==> src/hw/reset_config_pkg.sv <==
/*
  Constants for the reset and configuration controller: configuration
  word layout, register addresses, reset values, timing and state codes.
  Assumes a single 20 MHz system clock.
*/
`default_nettype none

package reset_config_pkg;

  // Clock and timing
  localparam int CLK_PERIOD_NS = 50;
  localparam int POR_DELAY_NS  = 1_125_000;
  localparam int SUB_DELAY_NS  = 10_000;
  localparam int POR_CYCLES    =
    (POR_DELAY_NS + CLK_PERIOD_NS - 1) / CLK_PERIOD_NS;
  localparam int SUB_CYCLES    =
    (SUB_DELAY_NS + CLK_PERIOD_NS - 1) / CLK_PERIOD_NS;
  localparam int CNT_W         = 16;

  // Configuration word
  localparam int CFG_W          = 12;
  localparam int CFG_IMPL_W     = 5;
  localparam int CFG_PIN_FUNC   = 4;
  localparam int CFG_CODE_PROT  = 3;
  localparam int CFG_WDOG_EN    = 2;
  localparam int CFG_PULLUP_N   = 1;
  localparam int CFG_OSC_FREQ   = 0;

  // Register addresses on the core register port
  localparam int          ADDR_W       = 5;
  localparam logic [4:0]  ADDR_PC_LOW  = 5'h02;
  localparam logic [4:0]  ADDR_STATUS  = 5'h03;
  localparam logic [4:0]  ADDR_TRIM    = 5'h05;

  // Status bit positions and masks
  localparam int         ST_WAKE      = 7;
  localparam int         ST_TIMEOUT_N = 4;
  localparam int         ST_PDOWN_N   = 3;
  localparam logic [7:0] STATUS_WR_MASK = 8'he7;
  localparam logic [7:0] STATUS_RST_MASK = 8'h60;

  // Reset values
  localparam logic [7:0] PC_LOW_RST  = 8'hff;
  localparam logic [7:0] OPTION_RST  = 8'hff;
  localparam logic [7:0] TRIM_RST    = 8'hfe;
  localparam logic [7:0] PC_WRAP     = 8'h00;
  localparam logic [7:0] ZERO8       = 8'h00;

  // Sequencer states
  typedef enum logic [2:0] {
    ST_CFG_LOAD,
    ST_HOLD,
    ST_TIMER,
    ST_FETCH,
    ST_LOAD_CAL,
    ST_RUN,
    ST_SLEEP
  } seq_state_t;

endpackage

`default_nettype wire

==> src/hw/reset_config_controller.sv <==
/*
  Reset and configuration controller: latches the configuration word,
  sequences reset with the device reset timer, fetches the calibration
  literal from the top of program memory, classifies reset causes and
  owns program counter low, status, trim and option reset values.
  Assumes all inputs are synchronous to sys_clk; rst is the power-on
  reset; the watchdog counter runs elsewhere and reports a timeout pulse.
*/
`default_nettype none

module reset_config_controller #(
  parameter int POR_COUNT = reset_config_pkg::POR_CYCLES,
  parameter int PROG_AW   = 8
) (
  input  wire logic               sys_clk,
  input  wire logic               rst,
  input  wire logic [11:0]        config_nvm,
  input  wire logic               shared_input_pin,
  input  wire logic               watchdog_timeout,
  input  wire logic               pin_change,
  input  wire logic               sleep_cmd,
  input  wire logic [4:0]         reg_addr,
  input  wire logic               reg_wr_en,
  input  wire logic [7:0]         reg_wr_data,
  input  wire logic               option_wr_en,
  input  wire logic [7:0]         option_wr_data,
  input  wire logic [11:0]        prog_rdata,
  input  wire logic [PROG_AW-1:0] ext_read_addr,
  output logic [PROG_AW-1:0]      prog_addr,
  output logic                    fetch_active,
  output logic                    core_reset,
  output logic                    sleeping,
  output logic                    work_reg_load,
  output logic [7:0]              work_reg_preset,
  output logic [7:0]              reg_rd_data,
  output logic [7:0]              pc_low,
  output logic [7:0]              option_reg,
  output logic [7:0]              oscillator_trim,
  output logic                    osc_frequency_select,
  output logic                    watchdog_enable,
  output logic                    watchdog_run,
  output logic                    reset_pin_function_select,
  output logic                    pullup_enable,
  output logic                    pin_digital_in,
  output logic                    code_protect_active,
  output logic                    ext_read_allowed
);

  ////////////////////////////////////////////////////////////////////////
  // Configuration word

  reset_config_pkg::seq_state_t state_q;
  reset_config_pkg::seq_state_t state_d;
  logic [11:0] cfg_q;
  logic        ext_reset_req;
  logic        wdog_req;
  logic        wake_req;
  logic        any_req;

  // Captured once after power-on release; a strap must not meet rst
  always_ff @(posedge sys_clk) begin
    if (rst) begin
      cfg_q <= 12'h000;
    end else if (state_q == reset_config_pkg::ST_CFG_LOAD) begin
      cfg_q <= {{(reset_config_pkg::CFG_W -
                  reset_config_pkg::CFG_IMPL_W){1'b0}},
                config_nvm[reset_config_pkg::CFG_IMPL_W-1:0]};
    end
  end

  // Decoded controls; no register path reaches cfg_q
  assign reset_pin_function_select =
    cfg_q[reset_config_pkg::CFG_PIN_FUNC];
  assign code_protect_active = ~cfg_q[reset_config_pkg::CFG_CODE_PROT];
  assign watchdog_enable = cfg_q[reset_config_pkg::CFG_WDOG_EN];
  assign watchdog_run = watchdog_enable;
  assign pullup_enable = reset_pin_function_select &
    ~cfg_q[reset_config_pkg::CFG_PULLUP_N];
  assign osc_frequency_select = cfg_q[reset_config_pkg::CFG_OSC_FREQ];

  // Pin is reset input or plain input; reset held inactive otherwise
  assign ext_reset_req = reset_pin_function_select & ~shared_input_pin;
  assign pin_digital_in = reset_pin_function_select ? 1'b0
                                                    : shared_input_pin;

  // Top word stays readable so the calibration can be saved
  assign ext_read_allowed = ~code_protect_active |
                            (&ext_read_addr);

  ////////////////////////////////////////////////////////////////////////
  // Reset sequencer

  logic [15:0] count_q;
  logic        por_q;
  logic        live_q;

  // Only an armed watchdog may reset the part
  assign wdog_req = watchdog_enable & watchdog_timeout;
  assign wake_req = (state_q == reset_config_pkg::ST_SLEEP) & pin_change;
  assign live_q   = (state_q == reset_config_pkg::ST_RUN) |
                    (state_q == reset_config_pkg::ST_SLEEP);
  assign any_req  = live_q & (ext_reset_req | wdog_req | wake_req);

  // Next state
  always_comb begin
    state_d = state_q;
    case (state_q)
      reset_config_pkg::ST_CFG_LOAD: state_d = reset_config_pkg::ST_HOLD;
      reset_config_pkg::ST_HOLD: begin
        if (!ext_reset_req) begin
          state_d = reset_config_pkg::ST_TIMER;
        end
      end
      reset_config_pkg::ST_TIMER: begin
        if (count_q == 16'h0000) begin
          state_d = reset_config_pkg::ST_FETCH;
        end
      end
      reset_config_pkg::ST_FETCH: state_d = reset_config_pkg::ST_LOAD_CAL;
      reset_config_pkg::ST_LOAD_CAL: state_d = reset_config_pkg::ST_RUN;
      reset_config_pkg::ST_RUN: begin
        if (any_req) begin
          state_d = reset_config_pkg::ST_HOLD;
        end else if (sleep_cmd) begin
          state_d = reset_config_pkg::ST_SLEEP;
        end
      end
      reset_config_pkg::ST_SLEEP: begin
        if (any_req) begin
          state_d = reset_config_pkg::ST_HOLD;
        end
      end
      default: state_d = reset_config_pkg::ST_CFG_LOAD;
    endcase
  end

  // State register
  always_ff @(posedge sys_clk) begin
    if (rst) begin
      state_q <= reset_config_pkg::ST_CFG_LOAD;
    end else begin
      state_q <= state_d;
    end
  end

  // Power-on marker picks the long timer delay
  always_ff @(posedge sys_clk) begin
    if (rst) begin
      por_q <= 1'b1;
    end else if (state_q == reset_config_pkg::ST_LOAD_CAL) begin
      por_q <= 1'b0;
    end
  end

  // Device reset timer; restarts while the reset pin is still held
  always_ff @(posedge sys_clk) begin
    if (rst) begin
      count_q <= 16'h0000;
    end else if (state_q == reset_config_pkg::ST_HOLD) begin
      count_q <= por_q ? 16'(POR_COUNT - 1)
                       : 16'(reset_config_pkg::SUB_CYCLES - 1);
    end else if (state_q == reset_config_pkg::ST_TIMER) begin
      count_q <= count_q - 16'h0001;
    end
  end

  assign core_reset   = ~live_q;
  assign sleeping     = (state_q == reset_config_pkg::ST_SLEEP);
  assign fetch_active = (state_q == reset_config_pkg::ST_FETCH) |
                        (state_q == reset_config_pkg::ST_LOAD_CAL);
  assign prog_addr    = {PROG_AW{1'b1}};

  ////////////////////////////////////////////////////////////////////////
  // Calibration fetch

  // Literal of the load instruction at the top word lands in W
  always_ff @(posedge sys_clk) begin
    if (rst) begin
      work_reg_preset <= reset_config_pkg::ZERO8;
      work_reg_load   <= 1'b0;
    end else begin
      work_reg_load <= (state_q == reset_config_pkg::ST_LOAD_CAL);
      if (state_q == reset_config_pkg::ST_LOAD_CAL) begin
        work_reg_preset <= prog_rdata[7:0];
      end
    end
  end

  ////////////////////////////////////////////////////////////////////////
  // Reset classification and register reset values

  logic       in_sleep;
  logic       full_reset;
  logic [7:0] status_q;
  logic [7:3] flags_q;
  logic [2:0] status_lo_q;

  // Sleep flag sampled with the request decides the variant
  assign in_sleep   = (state_q == reset_config_pkg::ST_SLEEP);
  // Run resets and a pin-change wake reset registers; sleep resets by pin or watchdog do not
  assign full_reset = any_req & (~in_sleep | (~ext_reset_req &
                      ~wdog_req));

  // Program counter: all ones on every reset, then wraps to zero
  always_ff @(posedge sys_clk) begin
    if (rst) begin
      pc_low <= reset_config_pkg::PC_LOW_RST;
    end else if (any_req) begin
      pc_low <= reset_config_pkg::PC_LOW_RST;
    end else if (state_q == reset_config_pkg::ST_LOAD_CAL) begin
      pc_low <= reset_config_pkg::PC_WRAP;
    end else if (reg_wr_en && live_q &&
                 reg_addr == reset_config_pkg::ADDR_PC_LOW) begin
      pc_low <= reg_wr_data;
    end
  end

  // Option register, written only by its own instruction
  always_ff @(posedge sys_clk) begin
    if (rst || full_reset) begin
      option_reg <= reset_config_pkg::OPTION_RST;
    end else if (option_wr_en && live_q) begin
      option_reg <= option_wr_data;
    end
  end

  // Trim: fe on power-on only, kept through later resets
  always_ff @(posedge sys_clk) begin
    if (rst) begin
      oscillator_trim <= reset_config_pkg::TRIM_RST;
    end else if (reg_wr_en && live_q &&
                 reg_addr == reset_config_pkg::ADDR_TRIM) begin
      oscillator_trim <= reg_wr_data;
    end
  end

  // Status low bits have no reset at all: unknown at power-on
  always_ff @(posedge sys_clk) begin
    if (reg_wr_en && live_q && !any_req &&
        reg_addr == reset_config_pkg::ADDR_STATUS) begin
      status_lo_q <= reg_wr_data[2:0];
    end
  end

  // Split halves keep one writer per flop; read back as one byte
  assign status_q = {flags_q, status_lo_q};

  // Cause flags and page bits; software cannot write the two low-true
  always_ff @(posedge sys_clk) begin
    if (rst) begin
      flags_q <= 5'b00011;
    end else if (any_req) begin
      flags_q[reset_config_pkg::ST_WAKE] <= wake_req & ~ext_reset_req &
                                            ~wdog_req;
      if (full_reset) begin
        flags_q[6:5] <= reset_config_pkg::ZERO8[1:0];
      end
      if (ext_reset_req && in_sleep) begin
        flags_q[reset_config_pkg::ST_TIMEOUT_N] <= 1'b1;
        flags_q[reset_config_pkg::ST_PDOWN_N]   <= 1'b0;
      end else if (wdog_req && !ext_reset_req) begin
        flags_q[reset_config_pkg::ST_TIMEOUT_N] <= 1'b0;
        if (in_sleep) begin
          flags_q[reset_config_pkg::ST_PDOWN_N] <= 1'b0;
        end
      end else if (!ext_reset_req) begin
        flags_q[reset_config_pkg::ST_TIMEOUT_N] <= 1'b1;
        flags_q[reset_config_pkg::ST_PDOWN_N]   <= 1'b0;
      end
    end else if (state_q == reset_config_pkg::ST_RUN && sleep_cmd) begin
      flags_q[reset_config_pkg::ST_TIMEOUT_N] <= 1'b1;
      flags_q[reset_config_pkg::ST_PDOWN_N]   <= 1'b0;
    end else if (reg_wr_en && live_q &&
                 reg_addr == reset_config_pkg::ADDR_STATUS) begin
      flags_q[7:5] <= reg_wr_data[7:5] &
                      reset_config_pkg::STATUS_WR_MASK[7:5];
    end
  end

  ////////////////////////////////////////////////////////////////////////
  // Register read port, one cycle latency

  always_ff @(posedge sys_clk) begin
    if (rst) begin
      reg_rd_data <= reset_config_pkg::ZERO8;
    end else begin
      case (reg_addr)
        reset_config_pkg::ADDR_PC_LOW: reg_rd_data <= pc_low;
        reset_config_pkg::ADDR_STATUS: reg_rd_data <= status_q;
        reset_config_pkg::ADDR_TRIM:   reg_rd_data <= oscillator_trim;
        default:                       reg_rd_data <= reset_config_pkg::ZERO8;
      endcase
    end
  end

endmodule

`default_nettype wire

==> config.mk <==
export PLATFORM = sky130hd
export DESIGN_NAME = reset_config_controller
export DESIGN_NICKNAME = d
export VERILOG_FILES = /design/src/hw/reset_config_pkg.sv /design/src/hw/reset_config_controller.sv
export SDC_FILE = /design/constraint.sdc
export NUM_CORES = 1
export LEC_CHECK = 0
export BUFFER_PORTS_ARGS = -buffer_cell sky130_fd_sc_hd__buf_2
export CORE_UTILIZATION = 49
export DETAILED_ROUTE_END_ITERATION = 16
export HOLD_SLACK_MARGIN = 0.06
export PLACE_DENSITY = 0.88
export REMOVE_ABC_BUFFERS = 1
export SLEW_MARGIN = 20
export SYNTH_ARGS = -nofsm -noshare
export SYNTH_HDL_FRONTEND = slang
export SYNTH_SLANG_ARGS = --single-unit
==> constraint.sdc <==
create_clock -name sys_clk -period 2.17 [get_ports sys_clk]
set_clock_uncertainty 0.05 [all_clocks]
set_input_delay 0.5425 -clock sys_clk [delete_from_list [all_inputs] [get_ports sys_clk]]
set_output_delay 0.5425 -clock sys_clk [all_outputs]
set_load 0.05 [all_outputs]
# After elaboration in Yosys (flattened, before gate mapping)
# Cells that the tools add are included.
# totals
register_bits,74
inputBits,61
out_inout_bits,60
wordCells,103
# classes
muxes,22
n_eq_ne,17
reduce_logical,26
bitwise_logic,22
n_addsub,1
# op_table
cell,n
16-bit 2-to-1 mux,2
8-bit case mux with 3 select lines,1
3-bit 2-to-1 mux,7
3-bit case mux with 7 select lines,1
16-bit zero test,1
8-bit 2-to-1 mux,2
"16-bit by 1-bit subtractor with 16-bit output, second input constant",1
15-bit 2-to-1 mux,1
"5-bit by 2-bit == test with 1-bit output, second input constant",2
1-bit logical AND,10
2-bit 2-to-1 mux,5
1-bit AND,9
"3-bit == test, second input constant",3
"2-bit != test, second input constant",4
8-bit AND reduction,1
2-bit nonzero test,4
1-bit NOT,7
"3-bit by 2-bit == test with 1-bit output, second input constant",2
1-bit bitwise OR,6
3-bit AND reduction,2
"5-bit by 3-bit == test with 1-bit output, second input constant",1
5-bit 2-to-1 mux,1
"4-bit by 2-bit != test with 1-bit output, second input constant",1
"4-bit != test, second input constant",1
10 further kinds,13

# Logic depth before layout (Yosys ltp)
# logic_depth
word_depth,8
ltp_mapped,7
depth_no_buf,6

# Worst setup path after synthesis
# OpenSTA, ideal clock, no wires.
# synth_path
kind,register -> output
startpoint,reg state_q[1]
endpoint,out fetch_active
arrival_ns,1.822
path_stages_with_launch,5
t_required_ns,1.577
path_buffers,2
slack_ns,-0.245
path_cell_list,dfxtp_1 buf_6 buf_2 nand2_1 o21ai_0
# synth_between
elab_chain_len,2
word_cells_on_any_way,3
cone_classes,2 x eq/ne; 1 x bitwise
# synth_lines
item,line,rtl
start: declaration,reset_config_controller.sv:52,reset_config_pkg::seq_state_t state_q;
start signal: assignment,reset_config_controller.sv:140,state_q <= reset_config_pkg::ST_CFG_LOAD;
start signal: assignment,reset_config_controller.sv:142,state_q <= state_d;
3-bit by 2-bit == test with 1-bit output or 3-bit == test (tied branches),"reset_config_controller.sv:169, reset_config_controller.sv:170",
1-bit bitwise OR *,reset_config_controller.sv:169,assign fetch_active = (state_q == reset_config_pkg::ST_FETCH) |
end: declaration,reset_config_controller.sv:30,"output logic fetch_active,"
# Every way passes the cells marked *; elsewhere a longest branch is shown, timed or not.

# Worst setup path in the final report
# layout_path
startpoint,reg state_q[0]
endpoint,out core_reset
# layout_between
elab_chain_len,3
word_cells_on_any_way,4
cone_classes,2 x eq/ne; 2 x bitwise
# layout_lines
item,line,rtl
3-bit == test (on tied branches),"reset_config_controller.sv:100, reset_config_controller.sv:101",
1-bit bitwise OR *,reset_config_controller.sv:100,assign live_q = (state_q == reset_config_pkg::ST_RUN) |
1-bit NOT *,reset_config_controller.sv:167,assign core_reset = ~live_q;
end: declaration,reset_config_controller.sv:31,"output logic core_reset,"
# Marked as above.

==> results.tsv <==
metric	value	unit
outcome	finished clean	
slew_headroom	62.0	%
io_pins	121	
h-tree-depth	3	
numClockSinks	74	
worstPathArrival	1500	ps
drive_gt1_share	30.7	%
clkSlewWorstSetupHoldPaths	80	ps
synth_seq_cells	74	
intPower	2.59	mW
rsz0062_at_grt	no	
synth_cell_types	60	
layout.cells.non_filler	598	
dp.cells	582	
min_from	reg_wr_data[2]	
hold_viol_final	0	
die_x	85.7	um
pwr-share-clk	33.1	%
largest_register_ffs	16	
cts_made_buffers	9	
fin_crit_sh	96.5	%
vias	3238	
largest_register	count_q	
die_h	85.7	um
postLayoutCoreUtil	64.0	%
final_nets	560	
hold-path-cell-count	1	
slew_viol_final	0	
hold_class	in -> reg	
leakagePower	1.86	nW
postRouteAntennaNets	0	
seq_area_frac_synth	44.0	%
rr_startpoint	count_q[2]	
cts_hold_buf	0	
first_global_vias	2999	
p_seq_share	42.1	%
p_sw	1.27	mW
viasPerCell	5.41	
rows	30	
io_buffers	101	
cts.repair.resized	4	
synth_edf_count	3	
setup_viol	0	
core_area	6790	um2
cts_buffer_depth	2	
hpwl	5980	um
path_class	reg -> out	
grt_usage	22.3	%
holdPathEnd	status_lo_q[2]	
postCtsSetupBuffers	0	
cpPeakStageDelay	410	ps
grt_pass1_wl	13300	um
cp.required	1580	ps
tns	0	ps
max-cap-violations	0	
max_clock_freq	0.478	GHz
start_util	50.5	%
synth_warnings	0	
diodes	0	
cp-startpoint	state_q[0]	
cts-root-buf	clkbuf_8	
antenna_found_initial	0	
routedWlPerCell	13.5	um
gr-total-overflow	0	
drc	0	
slowest_stage	dfxtp_4	
avgSynthCellArea	8.87	um2
cts_tree	done	
pre_cts_ws	46.9	ps
vdd_drop_max	0.000424	V
reg2regPathDepth	4	
netlist_instances	387	
end_kind	primary output	
drtIter0Drc	159	
async_flop_share	0	%
placed_area	4090	um2
power_frac_comb	24.8	%
cp-start-kind	register	
die_area	7340	um2
fin_ws	76.0	ps
r2r_slack	210	ps
totalWireLength	8080	um
crit_fanout	13	
stdcell_area	4350	um2
worst_slew_pin_slew	566	ps
timing.rr.end	count_q[13]	
drtPass1Iterations	4	
grt_max_degree	19	
syn_area	3430	um2
clk_latency	350	ps
power_density	887	nW/um2
crit_chain	xor2_1 -> and2_1 -> inv_1 -> buf_2	
swShare	32.9	%
ys.flop_type	dfxtp_1	
fin_crit	2090	ps
syn2layout_area_growth	26.7	%
place_congestion	0.906	
==> cells in the final DEF, fill, tap and decap left out, types with 3 or more instances in the layout <==
cell type	Yosys	routed
buf_2	3	100
dfxtp_1	71	68
nand2_1	58	58
a21oi_1	35	35
nor2_1	22	22
buf_4	11	22
mux2i_1	20	20
nand3_1	15	15
inv_1	12	12
xor2_1	10	10
clkbuf_8	0	10
nand4_1	8	8
o211ai_1	8	8
a22oi_1	8	8
conb_1	1	8
o21ai_0	7	7
and2_1	5	5
nor2b_1	5	5
a211oi_1	5	5
nor3_1	4	4
nand4b_1	4	4
nand3b_1	3	3
nor4_4	3	3
a31oi_1	3	3
nor4_1	3	3
edfxtp_1	3	3
==> synthesized netlist by cell type, types with 2 or more instances <==
master | instances | area [um2]
and2_1 | 5 | 31.3
o32ai_1 | 2 | 17.5
nand2_1 | 58 | 218
a21o_1 | 2 | 15.0
xor2_1 | 10 | 87.6
nand4b_1 | 4 | 35.0
dfxtp_1 | 71 | 1420
a311oi_1 | 2 | 17.5
a31oi_1 | 3 | 18.8
nor4_1 | 3 | 18.8
nand4_1 | 8 | 50.1
nor4_4 | 3 | 63.8
clkbuf_1 | 15 | 56.3
or3b_2 | 2 | 17.5
a211oi_1 | 5 | 37.5
buf_4 | 11 | 82.6
nand3b_1 | 3 | 22.5
o211ai_1 | 8 | 60.1
or3_1 | 2 | 12.5
or4_1 | 2 | 15.0
xnor2_1 | 2 | 17.5
nor3_1 | 4 | 20.0
nand3_1 | 15 | 75.1
nor2b_1 | 5 | 31.3
nand2b_1 | 2 | 12.5
a22oi_1 | 8 | 60.1
or2_2 | 2 | 12.5
buf_2 | 3 | 15.0
nor2_1 | 22 | 82.6
mux2i_1 | 20 | 200
ha_1 | 2 | 25.0
inv_1 | 12 | 45.0
o22ai_1 | 2 | 12.5
a21oi_1 | 35 | 175
o21ai_0 | 7 | 35.0
edfxtp_1 | 3 | 90.1
==> final cells by class <==
class	count	area (um2)
Timing Repair Buffer	123	686
Tap cell	96	120
Multi-Input combinational cell	277	1730
Inverter	12	45.0
Sequential cell	74	1520
Clock buffer	11	163
Clock inverter	5	82.6
Fill cell	554	2440
==> worst max-delay path: cells and delay by family, from the launching register on <==
family,cells,cell delay [ps]
xor+xnor,1,190
buf+inv,2,380
flops,1,410
simple gates,1,180
==> per-stage QoR <==
stage	hold slack, ps	power (mW)
finish	353	3.86
CTS	349	3.86
floorplan	375	2.31
detailed placement	399	2.59
global placement	390	2.55
global route	343	4.03
==> logic make-up (layout without fill, tap and decap cells) <==
kind of cell	count (synthesis)	in the layout	synth area share (%)
compound gates	84	84	15.6
xor+xnor	12	12	3.06
fa+ha+maj	2	2	0.729
buf+inv	43	151	6.23
flops	74	74	44.0
mux	21	21	6.16
other cells	1	8	0.109
simple gates	150	150	24.1
==> worst max path at each step <==
stage                      to  slack, ps
2_1_floorplan    fetch_active       -230
3_3_place_gp   status_lo_q[0]         70
3_5_place_dp       flags_q[7]         50
4_1_cts            core_reset         10
5_1_grt            core_reset         40
6_report           core_reset         80
==> per-layer routing <==
layer	track usage (%)	vias up	share of wire, %
met3	5.68	13	5.5
met2	39.0	125	49
met4	5.76	0	1.7
li1	-	1581	-
met5	0	-	0
met1	27.4	1519	44
==> power groups by stage <==
stage,registers (mW),logic [mW],clock network [mW]
2_1_floorplan,1.74,0.565,0
3_3_place_gp,1.64,0.915,0
3_5_place_dp,1.65,0.945,0
4_1_cts,1.62,0.952,1.28
5_1_grt,1.64,1.04,1.35
6_report,1.62,0.955,1.28
Power figures use the tool's default switching activity.
